--- config.mk ---
export PLATFORM = sky130hd
export DESIGN_NAME = pfcc_host
export DESIGN_NICKNAME = d
export VERILOG_FILES = /design/src/core/pfcc_pkg.sv /design/src/core/pfcc_sync.sv /design/src/core/pfcc_host.sv
export SDC_FILE = /design/constraint.sdc
export NUM_CORES = 1
export LEC_CHECK = 0
export ABC_AREA = 1
export BUFFER_PORTS_ARGS = -buffer_cell sky130_fd_sc_hd__buf_2
export CAP_MARGIN = 10
export CORE_MARGIN = 2
export CORE_UTILIZATION = 38
export DETAILED_ROUTE_END_ITERATION = 10
export PLACE_DENSITY = 0.57
export SLEW_MARGIN = 20
export SYNTH_ARGS = -nofsm -noshare
export SYNTH_HDL_FRONTEND = slang
export SYNTH_HIERARCHICAL = 1
export SYNTH_SLANG_ARGS = --single-unit
export TNS_END_PERCENT = 10
--- constraint.sdc ---
create_clock -name ref_clk -period 1.8 [get_ports ref_clk]
set_input_delay 0.09 -clock ref_clk [delete_from_list [all_inputs] [get_ports ref_clk]]
set_output_delay 0.09 -clock ref_clk [all_outputs]
set_load 0.02 [all_outputs]
--- src/core/pfcc_pkg.sv ---
// Constants and types for the host-side parallel flash command controller.
// Assumes a 25 MHz ref_clk and an asynchronous NOR flash on the far side of the pins.
// Overview of operation
// - Top data pin is address LSB in byte mode
// - Erase suspend pauses erase; resume continues it
// - Host pulses write strobe for each command cycle
// - Host supplies command sequence only, no timing
package pfcc_pkg;
  localparam int ADDR_W = 21;
  localparam int DATA_W = 16;
  localparam int CLK_HZ = 25_000_000;
  // Bus cycle phase lengths, ns
  localparam int T_SETUP_NS = 40;
  localparam int T_PULSE_NS = 50;
  localparam int T_HOLD_NS = 30;
  localparam int T_ACCESS_NS = 70;
  localparam int T_RESET_NS = 500;
  localparam int NS_PER_S = 1_000_000_000;
  // Extra read cycles while data pins cross the input synchroniser
  localparam int SYNC_CYC = 3;
  // Least times round up to whole cycles, never below one
  localparam int SETUP_CYC = (T_SETUP_NS * (CLK_HZ / 1_000_000) + 999) / 1000;
  localparam int PULSE_CYC = (T_PULSE_NS * (CLK_HZ / 1_000_000) + 999) / 1000;
  localparam int HOLD_CYC = (T_HOLD_NS * (CLK_HZ / 1_000_000) + 999) / 1000;
  localparam int ACCESS_CYC = (T_ACCESS_NS * (CLK_HZ / 1_000_000) + 999) / 1000 + SYNC_CYC;
  localparam int RESET_CYC = (T_RESET_NS * (CLK_HZ / 1_000_000) + 999) / 1000;
  localparam int CNT_W = 8;
  // Polling bit positions on the data bus
  localparam int POLL_BIT = 7;
  localparam int TOGGLE_BIT = 6;
  typedef enum logic [1:0] {PFCC_OP_WRITE, PFCC_OP_READ, PFCC_OP_RESET} pfcc_op_t;
  typedef enum logic [2:0] {
    PFCC_IDLE, PFCC_SETUP, PFCC_STROBE, PFCC_HOLD, PFCC_DONE, PFCC_RST
  } pfcc_state_t;
endpackage : pfcc_pkg

--- src/core/pfcc_sync.sv ---
// Three-stage input synchroniser for the flash side pins.
// Assumes inputs change asynchronously to ref_clk.
`timescale 1ns/1ps
`default_nettype none
module pfcc_sync #(
  parameter int W = 1
) (
  // Clock and reset
  input wire logic ref_clk,
  input wire logic rstn,
  // Data
  input wire logic [W-1:0] din,
  output logic [W-1:0] dout
);
  logic [W-1:0] s1_r;
  logic [W-1:0] s2_r;
  logic [W-1:0] s3_r;
  logic [W-1:0] out_r;
  genvar i;
  generate
    for (i = 0; i < W; i++) begin : g_bit
      always_ff @(posedge ref_clk or negedge rstn) begin
        if (!rstn) begin
          s1_r[i] <= 1'b0;
          s2_r[i] <= 1'b0;
          s3_r[i] <= 1'b0;
          out_r[i] <= 1'b0;
        end else begin
          s1_r[i] <= din[i];
          s2_r[i] <= s1_r[i];
          s3_r[i] <= s2_r[i];
          // A change counts once stages two and three agree
          if (s2_r[i] == s3_r[i]) begin
            out_r[i] <= s3_r[i];
          end
        end
      end
    end
  endgenerate
  assign dout = out_r;
endmodule : pfcc_sync
`default_nettype wire

--- src/core/pfcc_host.sv ---
// Host-side bus controller that drives an asynchronous parallel NOR flash.
// Assumes one user command at a time; the user builds unlock and command sequences.
`timescale 1ns/1ps
`default_nettype none
module pfcc_host (
  // Clock and reset
  input wire logic ref_clk,
  input wire logic rstn,
  // User request
  input wire logic req_valid,
  input wire logic [1:0] req_op,
  input wire logic [pfcc_pkg::ADDR_W-1:0] req_addr,
  input wire logic [pfcc_pkg::DATA_W-1:0] req_wdata,
  input wire logic word_mode,
  input wire logic protect_en,
  input wire logic accel_en,
  // User answer
  output logic req_ready,
  output logic rsp_valid,
  output logic [pfcc_pkg::DATA_W-1:0] rsp_rdata,
  output logic dev_busy,
  output logic op_done,
  // Flash pins
  output logic chip_en_n,
  output logic out_en_n,
  output logic write_en_n,
  output logic reset_n,
  output logic byte_n,
  output logic protect_accelerate_n,
  output logic accel_hv,
  output logic [pfcc_pkg::ADDR_W-1:0] addr,
  input wire logic [pfcc_pkg::DATA_W-1:0] data_i,
  output logic [pfcc_pkg::DATA_W-1:0] data_o,
  output logic [pfcc_pkg::DATA_W-1:0] data_oe,
  input wire logic ready_busy_n
);
  pfcc_pkg::pfcc_state_t st_r, st_nxt;
  logic [pfcc_pkg::CNT_W-1:0] cnt_r;
  pfcc_pkg::pfcc_op_t op_r;
  logic [pfcc_pkg::ADDR_W-1:0] addr_r;
  logic [pfcc_pkg::DATA_W-1:0] wdata_r;
  logic word_r;
  logic ce_n_r, oe_n_r, we_n_r, rst_n_r, drive_r;
  logic [pfcc_pkg::DATA_W-1:0] rdata_r;
  logic rsp_r, busy_r, done_r, rdy_r;
  logic [pfcc_pkg::DATA_W-1:0] data_s;
  logic busy_s;
  logic [pfcc_pkg::ADDR_W-1:0] addr_o_r;
  logic [pfcc_pkg::DATA_W-1:0] data_o_r;
  logic [pfcc_pkg::DATA_W-1:0] data_oe_r;
  logic busy_prev_r;
  logic byte_n_r, pa_n_r, hv_r;

  pfcc_sync #(.W(pfcc_pkg::DATA_W + 1)) u_sync (
    .ref_clk(ref_clk),
    .rstn(rstn),
    // Busy goes in asserted so that the synchroniser's reset value reads as idle
    .din({~ready_busy_n, data_i}),
    .dout({busy_s, data_s})
  );

  wire cnt_zero = (cnt_r == '0);
  wire accept = rdy_r && (st_r == pfcc_pkg::PFCC_IDLE) && req_valid;
  wire is_write = (op_r == pfcc_pkg::PFCC_OP_WRITE);
  wire is_read = (op_r == pfcc_pkg::PFCC_OP_READ);
  // Request values as they stand after this edge, so pins move with the state
  wire write_nxt = accept ? (req_op == 2'(pfcc_pkg::PFCC_OP_WRITE)) : is_write;
  wire word_nxt = accept ? word_mode : word_r;
  wire [pfcc_pkg::ADDR_W-1:0] addr_nxt = accept ? req_addr : addr_r;
  wire [pfcc_pkg::DATA_W-1:0] wdata_nxt = accept ? req_wdata : wdata_r;
  wire bus_nxt = (st_nxt == pfcc_pkg::PFCC_SETUP) || (st_nxt == pfcc_pkg::PFCC_STROBE) ||
    (st_nxt == pfcc_pkg::PFCC_HOLD);
  wire drive_nxt = write_nxt && bus_nxt;
  wire [pfcc_pkg::CNT_W-1:0] setup_c = pfcc_pkg::CNT_W'(pfcc_pkg::SETUP_CYC - 1);
  wire [pfcc_pkg::CNT_W-1:0] pulse_c = pfcc_pkg::CNT_W'(pfcc_pkg::PULSE_CYC - 1);
  wire [pfcc_pkg::CNT_W-1:0] access_c = pfcc_pkg::CNT_W'(pfcc_pkg::ACCESS_CYC - 1);
  wire [pfcc_pkg::CNT_W-1:0] hold_c = pfcc_pkg::CNT_W'(pfcc_pkg::HOLD_CYC - 1);
  wire [pfcc_pkg::CNT_W-1:0] rst_c = pfcc_pkg::CNT_W'(pfcc_pkg::RESET_CYC - 1);
  // Byte mode: the lowest address bit rides the top data pin
  wire [pfcc_pkg::DATA_W-1:0] wdata_pin = word_nxt ? wdata_nxt :
    {addr_nxt[0], wdata_nxt[pfcc_pkg::DATA_W-2:0]};
  wire [pfcc_pkg::ADDR_W-1:0] addr_pin = word_nxt ? addr_nxt :
    {1'b0, addr_nxt[pfcc_pkg::ADDR_W-1:1]};
  wire [pfcc_pkg::DATA_W-1:0] oe_drive = drive_nxt ? {pfcc_pkg::DATA_W{1'b1}} :
    (word_nxt ? {pfcc_pkg::DATA_W{1'b0}} : {1'b1, {(pfcc_pkg::DATA_W-1){1'b0}}});

  always_comb begin
    st_nxt = st_r;
    case (st_r)
      pfcc_pkg::PFCC_IDLE: begin
        if (accept) begin
          st_nxt = (req_op == 2'(pfcc_pkg::PFCC_OP_RESET)) ? pfcc_pkg::PFCC_RST :
            pfcc_pkg::PFCC_SETUP;
        end
      end
      pfcc_pkg::PFCC_SETUP: begin
        if (cnt_zero) begin
          st_nxt = pfcc_pkg::PFCC_STROBE;
        end
      end
      pfcc_pkg::PFCC_STROBE: begin
        if (cnt_zero) begin
          st_nxt = pfcc_pkg::PFCC_HOLD;
        end
      end
      pfcc_pkg::PFCC_HOLD: begin
        if (cnt_zero) begin
          st_nxt = pfcc_pkg::PFCC_DONE;
        end
      end
      pfcc_pkg::PFCC_RST: begin
        if (cnt_zero) begin
          st_nxt = pfcc_pkg::PFCC_DONE;
        end
      end
      default: begin
        st_nxt = pfcc_pkg::PFCC_IDLE;
      end
    endcase
  end

  always_ff @(posedge ref_clk or negedge rstn) begin
    if (!rstn) begin
      st_r <= pfcc_pkg::PFCC_IDLE;
      cnt_r <= '0;
    end else begin
      st_r <= st_nxt;
      if (st_nxt != st_r) begin
        case (st_nxt)
          pfcc_pkg::PFCC_SETUP: cnt_r <= setup_c;
          pfcc_pkg::PFCC_STROBE: cnt_r <= is_read || (accept && req_op ==
            2'(pfcc_pkg::PFCC_OP_READ)) ? access_c : pulse_c;
          pfcc_pkg::PFCC_HOLD: cnt_r <= hold_c;
          pfcc_pkg::PFCC_RST: cnt_r <= rst_c;
          default: cnt_r <= '0;
        endcase
      end else if (!cnt_zero) begin
        cnt_r <= cnt_r - 1'b1;
      end
    end
  end

  always_ff @(posedge ref_clk or negedge rstn) begin
    if (!rstn) begin
      op_r <= pfcc_pkg::PFCC_OP_READ;
      addr_r <= '0;
      wdata_r <= '0;
      word_r <= 1'b1;
    end else if (accept) begin
      op_r <= pfcc_pkg::pfcc_op_t'(req_op);
      addr_r <= req_addr;
      wdata_r <= req_wdata;
      word_r <= word_mode;
    end
  end

  // Pin drive: writes hold OE high while CE and WE are low
  always_ff @(posedge ref_clk or negedge rstn) begin
    if (!rstn) begin
      ce_n_r <= 1'b1;
      oe_n_r <= 1'b1;
      we_n_r <= 1'b1;
      drive_r <= 1'b0;
    end else begin
      ce_n_r <= !bus_nxt;
      // Suspend and resume travel as plain write cycles
      we_n_r <= !(st_nxt == pfcc_pkg::PFCC_STROBE && is_write);
      oe_n_r <= !(st_nxt == pfcc_pkg::PFCC_STROBE && is_read);
      drive_r <= drive_nxt;
    end
  end

  // Address and data pins leave flops, set up with chip enable
  always_ff @(posedge ref_clk or negedge rstn) begin
    if (!rstn) begin
      addr_o_r <= '0;
      data_o_r <= '0;
      data_oe_r <= '0;
    end else begin
      addr_o_r <= addr_pin;
      data_o_r <= wdata_pin;
      data_oe_r <= oe_drive;
    end
  end

  // Reset pin pulse returns the flash to read mode; no internal timing is driven
  always_ff @(posedge ref_clk or negedge rstn) begin
    if (!rstn) begin
      rst_n_r <= 1'b1;
      byte_n_r <= 1'b1;
      pa_n_r <= 1'b1;
      hv_r <= 1'b0;
    end else begin
      rst_n_r <= !(st_nxt == pfcc_pkg::PFCC_RST);
      byte_n_r <= word_nxt;
      pa_n_r <= !protect_en;
      hv_r <= accel_en && !protect_en;
    end
  end

  // Read capture after the access time; busy and completion track the ready/busy pin
  always_ff @(posedge ref_clk or negedge rstn) begin
    if (!rstn) begin
      rdata_r <= '0;
      rsp_r <= 1'b0;
      busy_r <= 1'b0;
      busy_prev_r <= 1'b0;
      done_r <= 1'b0;
      rdy_r <= 1'b0;
    end else begin
      rsp_r <= (st_r == pfcc_pkg::PFCC_STROBE) && cnt_zero && is_read;
      if ((st_r == pfcc_pkg::PFCC_STROBE) && cnt_zero && is_read) begin
        rdata_r <= word_r ? data_s : {8'h00, data_s[7:0]};
      end
      busy_r <= busy_s;
      busy_prev_r <= busy_r;
      done_r <= busy_prev_r && !busy_r;
      rdy_r <= (st_nxt == pfcc_pkg::PFCC_IDLE);
    end
  end

  assign req_ready = rdy_r;
  assign rsp_valid = rsp_r;
  assign rsp_rdata = rdata_r;
  assign dev_busy = busy_r;
  assign op_done = done_r;
  assign chip_en_n = ce_n_r;
  assign out_en_n = oe_n_r;
  assign write_en_n = we_n_r;
  assign reset_n = rst_n_r;
  assign byte_n = byte_n_r;
  assign protect_accelerate_n = pa_n_r;
  assign accel_hv = hv_r;
  assign addr = addr_o_r;
  assign data_o = data_o_r;
  assign data_oe = data_oe_r;

  AST_WE_NOT_WITH_OE: assert property (@(posedge ref_clk) disable iff (!rstn)
    !(!write_en_n && !out_en_n)) else $error("write and output enable both low");
  AST_WE_NEEDS_CE: assert property (@(posedge ref_clk) disable iff (!rstn)
    !write_en_n |-> !chip_en_n && drive_r) else $error("strobe without chip enable");
  AST_RESET_LEN: assert property (@(posedge ref_clk) disable iff (!rstn)
    $fell(reset_n) |-> !reset_n [*2]) else $error("reset pulse too short");
  AST_RSP_AFTER_OE: assert property (@(posedge ref_clk) disable iff (!rstn)
    rsp_valid |-> $past(!out_en_n)) else $error("read answer without output enable");
  AST_DONE_EDGE: assert property (@(posedge ref_clk) disable iff (!rstn)
    op_done |-> !dev_busy && $past(dev_busy, 2)) else $error("done without busy end");
  AST_PA_PIN: assert property (@(posedge ref_clk) disable iff (!rstn)
    protect_en |=> !protect_accelerate_n && !accel_hv) else $error("protect pin wrong");
  AST_BYTE_PIN: assert property (@(posedge ref_clk) disable iff (!rstn)
    !chip_en_n |-> byte_n == word_r) else $error("width pin mismatch");
  AST_TOP_PIN: assert property (@(posedge ref_clk) disable iff (!rstn)
    (!chip_en_n && !word_r) |-> data_oe[15] && data_o[15] == addr_r[0])
    else $error("byte mode address lsb missing");
  COV_WRITE: cover property (@(posedge ref_clk) disable iff (!rstn) $rose(write_en_n));
  COV_READ: cover property (@(posedge ref_clk) disable iff (!rstn) rsp_valid);
  COV_RESET: cover property (@(posedge ref_clk) disable iff (!rstn) $rose(reset_n));
  COV_DONE: cover property (@(posedge ref_clk) disable iff (!rstn) op_done);
endmodule : pfcc_host
`default_nettype wire

Word level (Yosys, flattened, before mapping)

Index checks and enable logic that the tools add are counted.

Flip-flop bits (word level): 199
Bits in latches: 0
RAM bits: 0
Bits in read-only memories: 0
Input port bits: 62
Output and inout bits: 80
Logic and storage cells: 165
Memories kept: 0

$add $sub $neg: 1
Multiply operators: 0
Div/mod/pow operators: 0
Magnitude comparators: 0
Equal/unequal tests: 30
Shift-type cells: 0
Mux-type cells: 19
Bitwise logic cells: 1
Reductions and logical operators: 25

Operators by type and width:

| kind                | number |
|---|---|
| $mux 16             | 5 |
| $mux 21             | 2 |
| $mux 3              | 6 |
| $eq 1x1->1          | 17 |
| $mux 8              | 2 |
| $eq 3x2->1 const B  | 4 |
| $pmux 3 s4          | 1 |
| $logic_and 1x1->1   | 10 |
| $logic_not 8->1     | 1 |
| $pmux 4 s2          | 1 |
| $sub 8x1->8 const B | 1 |
| $eq 3x1->1 const B  | 2 |
| $eq 3x3->1 const B  | 2 |
| $logic_not 1->1     | 6 |
| $logic_not 3->1     | 2 |
| $eq 2x1->1 const B  | 2 |
| $logic_not 2->1     | 2 |
| $logic_or 1x1->1    | 3 |
| $ne 3x3->1          | 1 |
| $eq 2x2->1 const B  | 1 |
| $mux 1              | 2 |
| $ne 2x1->1 const B  | 1 |
| $reduce_or 2->1     | 1 |
| $not 1->1           | 1 |

Longest topological paths before layout

Word-level depth: 10
Depth in mapped cells: 13
Mapped depth without buffers: 12

Hierarchy

The synthesis kept the hierarchy.

Modules (own cells, without submodules):

| module    | times used | cells each | area each (µm²) | seq. area each (µm²) |
|---|---|---|---|---|
| pfcc_host | 1          | 484        | 4424.2          | 2561.2 |
| pfcc_sync | 1          | 136        | 1978.1          | 1701.6 |

Worst setup path after synthesis

No wires, ideal clock.

Path kind: reg2reg
Start: reg cnt_r[0] in the netlist's numbering
End: reg rdata_r, in the netlist rsp_rdata[14]
Library setup time: 0.117 ns
Arrival: 1.569 ns
Required time: 1.683 ns
Slack: 0.114 ns
Cell stages (with the launch flop): 11
Buffers on the path: 1
Clock period less this slack: 1.686 ns
Cells stage by stage: dfrtp_1 inv_1 ha_1 nand2_1 nor2_2 nand3_2 nor3_4 inv_4 buf_6 nand2_1 nand2_1

Longest elaborated chain between the ends: 3

Ends and longest elaborated chain:

| item                            | RTL line         | text |
|---|---|---|
| start, declared                 | pfcc_host.sv:38  | `logic [pfcc_pkg::CNT_W-1:0] cnt_r;` |
| start signal, assigned          | pfcc_host.sv:130 | `pfcc_pkg::PFCC_SETUP: cnt_r <= setup_c;` |
| start signal, assigned          | pfcc_host.sv:131 | `pfcc_pkg::PFCC_STROBE: cnt_r <= is_read \|\| (accept && req_op ==` |
| start signal, assigned          | pfcc_host.sv:133 | `pfcc_pkg::PFCC_HOLD: cnt_r <= hold_c;` |
| $logic_not 8->1                 | pfcc_host.sv:62  | `wire cnt_zero = (cnt_r == '0);` |
| $logic_and 1x1->1 (2 in series) | pfcc_host.sv:212 | `if ((st_r == pfcc_pkg::PFCC_STROBE) && cnt_zero && is_read) begin` |
| end signal, assigned            | pfcc_host.sv:213 | `rdata_r <= word_r ? data_s : {8'h00, data_s[7:0]};` |
| end, declared                   | pfcc_host.sv:44  | `logic [pfcc_pkg::DATA_W-1:0] rdata_r;` |

Every way passes these cells.
A chain may end at the register's enable or synchronous reset.

Final worst setup path

Start: reg cnt_r[0] in the netlist's numbering
End: reg rdata_r, in the netlist rsp_rdata[12]

Same word-level chain as after synthesis.

==> flow_metrics.env <==
export IMPL_synth_top_area_share_pct=63.7
export IMPL_cts_max_level=4
export IMPL_multi_input_area_um2=1630
export IMPL_path_cells="inv_2, ha_4, nand2_1, nor2_2, nand3_2, nor3_4, buf_12, clkbuf_4, nand3_1, nand2_1"
export IMPL_finalHoldViolCount=0
export IMPL_mappedNetlistArea_um2=6400
export IMPL_insertedDiodeCount=0
export IMPL_p_sw_mw=1.71
export IMPL_p_int_mw=6.43
export IMPL_gp_congestion=0.820
export IMPL_layout_nets=876
export IMPL_synth_seq_cells=170
export IMPL_drt_iter0_drc=148
export IMPL_power_density_nw_per_um2=956
export IMPL_cap_violations=0
export IMPL_ant_nets=0
export IMPL_synth_async_reset_ratio_pct=100
export IMPL_initial_core_util_pct=38.7
export IMPL_rrSetupSlack_ns=0.11
export IMPL_switching_share_pct=21.0
export IMPL_worst_slew_pin_slew_ns=0.426
export IMPL_min_from="req_addr[7]"
export IMPL_drc_errors=0
export IMPL_fin_util_pct=51.5
export IMPL_dpl_hpwl_um=9290
export IMPL_area_sequential_um2=4260
export IMPL_reg2reg_depth=10
export IMPL_syn_nets=683
export IMPL_grt_max_degree=56
export IMPL_dieHeight_um=134
export IMPL_antenna_found_initial=0
export IMPL_ys_types=38
export IMPL_track_usage_pct=16.2
export IMPL_cts_buffers=17
export IMPL_avgSynthCellArea_um2=10.3
export IMPL_slowest_delay_ns=0.39
export IMPL_synthCells=620
export IMPL_boundaryPins=142
export IMPL_portBuffers=141
export IMPL_critPathArrivalTime_ns=2.05
export IMPL_die_area_um2=17900
export IMPL_ys_flop_type="dfrtp_1"
export IMPL_insertion_delay_ns=0.42
export IMPL_hold_worst_slack_ns=0.0280
export IMPL_post_route_period_util_pct=94.1
export IMPL_status="complete, no violations"
export IMPL_synth_edf_count=0
export IMPL_holdPathStages=4
export IMPL_r2r_start="cnt_r[0]"
export IMPL_seq_power_share_pct=49.0
export IMPL_area_delta_synth_final_pct=32.9
export IMPL_grt_pass1_wl_um=22700
export IMPL_critPathRequiredTime_ns=2.15
export IMPL_routedWlPerCell_um=13.0
export IMPL_wirelength_um=13600
export IMPL_hp_class="in2reg"
export IMPL_fin_ws_ns=0.107
export IMPL_grt_pass1_vias=4755
export IMPL_crit_top_cell="nand2_1"
export IMPL_combPwrFrac_pct=3.9
export IMPL_num_vias=4655
export IMPL_drive_gt1_share_pct=29.1
export IMPL_first_pass_iters=6
export IMPL_cp_max_fo=6
export IMPL_clock_power_share_pct=47.1
export IMPL_gr_total_overflow=0
export IMPL_r2r_end="rsp_rdata[12]"
export IMPL_clk_pin_slew_ns=0.06
export IMPL_p_leak_nw=4.58
export IMPL_slew_headroom_pct=71.6
export IMPL_final_setup_skew_ns=0.0141
export IMPL_place_ws_ns=0.00386
export IMPL_cts_root_buf="clkbuf_16"
export IMPL_min_to="addr_r[7]"
export IMPL_drv_slew=0
export IMPL_max_freq_mhz=591
export IMPL_cts_tree="yes"
export IMPL_layout_min_cycle_time_ns=1.69
export IMPL_die_w_um=134
export IMPL_cts_sinks=170
export IMPL_via_per_inst=4.45
export IMPL_synth_seq_area_share_pct=66.6
export IMPL_peakVddDrop_mv=0.728
export IMPL_yosysTopAreaCell="dfrtp_1"
export IMPL_finalSetupViolCount=0
export IMPL_core_region_area_um2=16500
export IMPL_yosys_top_cells_area="dfrtp_1 (64%), nand2_1 (11%), buf_4 (3.4%), inv_1 (3.3%), dfstp_2 (2.9%)"
export IMPL_nFillCells=1488
export IMPL_endpoint_kind="register"
export IMPL_yosysWarnings=6
export IMPL_fp_row_count=47
export IMPL_worstSetupPathType="reg2reg"
export IMPL_crit_path_start_kind="register"
export IMPL_crit_slowest_cell="dfrtp_1"
export IMPL_cts_buffer_depth=2
[cells in the final DEF, fill, tap and decap left out, drive strengths merged]
cell type and count:
clkinvlp 3, buf 170, dfstp 7, xor2 3
nand3 22, xnor2 2, dlygate4sd3 47, ha 1
nand4 2, nor3 3, o22ai 1, bufinv 4
clkbuf 20, clkinv 3, a21oi 25, or2 2
dfrtp 163, o31ai 1, nor2 45, nand2 188
a31oi 1, inv 65, and2 19, mux2i 1
o21ai 27, nand3b 1
[sequential cells by signal, indices dropped and copies added (netlist names), 8 cells and up]
signal and cells:
u_sync/s3_r 17, u_sync/s2_r 17, addr_r 21, u_sync/dout 17, data_o 16, rsp_rdata 16, cnt_r 8, addr 21
u_sync/s1_r 17
[power groups by stage]
stage | logic, mW | clock network [mW] | registers (mW)
after floorplan | 0.0514 | 0 | 4.05
after global placement | 0.232 | 0 | 4.05
after detailed placement | 0.240 | 0 | 4.06
after CTS | 0.322 | 3.96 | 3.99
after global routing | 0.358 | 4.12 | 4.00
final | 0.315 | 3.83 | 3.99
[synthesized netlist by cell type, types with 2 or more instances]
library cell and instances:
dfstp_2 7, buf_6 4, nand2_1 182, o21ai_2 2, and2_1 19, nor2_2 2, nand3_1 20, nand2_2 5
inv_2 4, dfrtp_1 163, buf_4 29, nand3_2 2, a21oi_1 25, o21ai_1 2, xnor2_1 2, inv_1 57
nand4_1 2, o21ai_0 23, nor2_4 2, nor2_1 40, buf_2 9, xor2_1 3
[how the worst max path moves through the flow]
stage | slack, ns | endpoint | start | cells past startpoint
5_1_grt | -0.02 | rsp_rdata[12] | cnt_r[0] | 10
4_1_cts | 0.002 | rsp_rdata[12] | cnt_r[0] | 10
2_1_floorplan | 0.11 | rsp_rdata[14] | cnt_r[0] | 10
6_report | 0.11 | rsp_rdata[12] | cnt_r[0] | 10
3_5_place_dp | 0.004 | rsp_rdata[15] | cnt_r[0] | 9
3_3_place_gp | 0.04 | rsp_rdata[15] | cnt_r[0] | 9
[stage by stage]
stage,instances,total power [mW],instance area [um^2],setup TNS [ns]
2_1_floorplan,620,4.10,6400,0
3_3_place_gp,962,4.29,7290,0
3_5_place_dp,962,4.30,7290,0
4_1_cts,1043,8.27,8410,0
5_1_grt,1046,8.47,8510,-0.0163
6_report,1046,8.14,8510,0
[repair_timing]
item | in CTS | in global routing
gates resized for setup | 3 | 16
gates cloned | 1 | 0
hold buffers | 47 | 0
endpoints found under the hold margin | 131 | 0
pin swaps | 2 | 4
setup buffers | 1 | 3
endpoints found under the setup margin | 6 | 47
[cell families (layout without fill, tap and decap cells)]
kind of cell / Yosys count / count (layout) / share of synthesized area [%]
AO/OA/AOI/OAI: 55 / 55 / 4.50
AND/OR/NAND/NOR: 282 / 282 / 19.3
XOR/XNOR: 5 / 5 / 0.684
buffers and inverters: 106 / 312 / 8.62
adder cells (fa/ha/maj): 1 / 1 / 0.195
flip-flops: 170 / 170 / 66.6
multiplexers: 1 / 1 / 0.156
[metal layers]
| layer | track usage [%] | wire, um | vias to the layer above |
|---|---|---|---|
| li1 | - | - | 2277 |
| met1 | 21.0 | 6190 | 2225 |
| met2 | 25.4 | 6490 | 135 |
| met3 | 5.22 | 768 | 18 |
| met4 | 6.03 | 177 | 0 |
| met5 | 0 | 0 | - |
[cell type report]
type / count / share of cell area [%]
Clock buffer: 19 / 5.09
Clock inverter: 13 / 2.25
Inverter: 62 / 2.79
Multi-Input combinational cell: 344 / 19.2
Sequential cell: 170 / 50.1
Tap cell: 220 / 3.24
Timing Repair Buffer: 218 / 17.3
[worst max-delay path, delay by kind of cell (launching register included)]
kind	cells	cell delay [ns]
and+or+nand+nor	6	0.67
adders and majority gates	1	0.16
DFF	1	0.39
buffers and inverters	3	0.40
No activity file was read; power rests on OpenSTA's default activity.
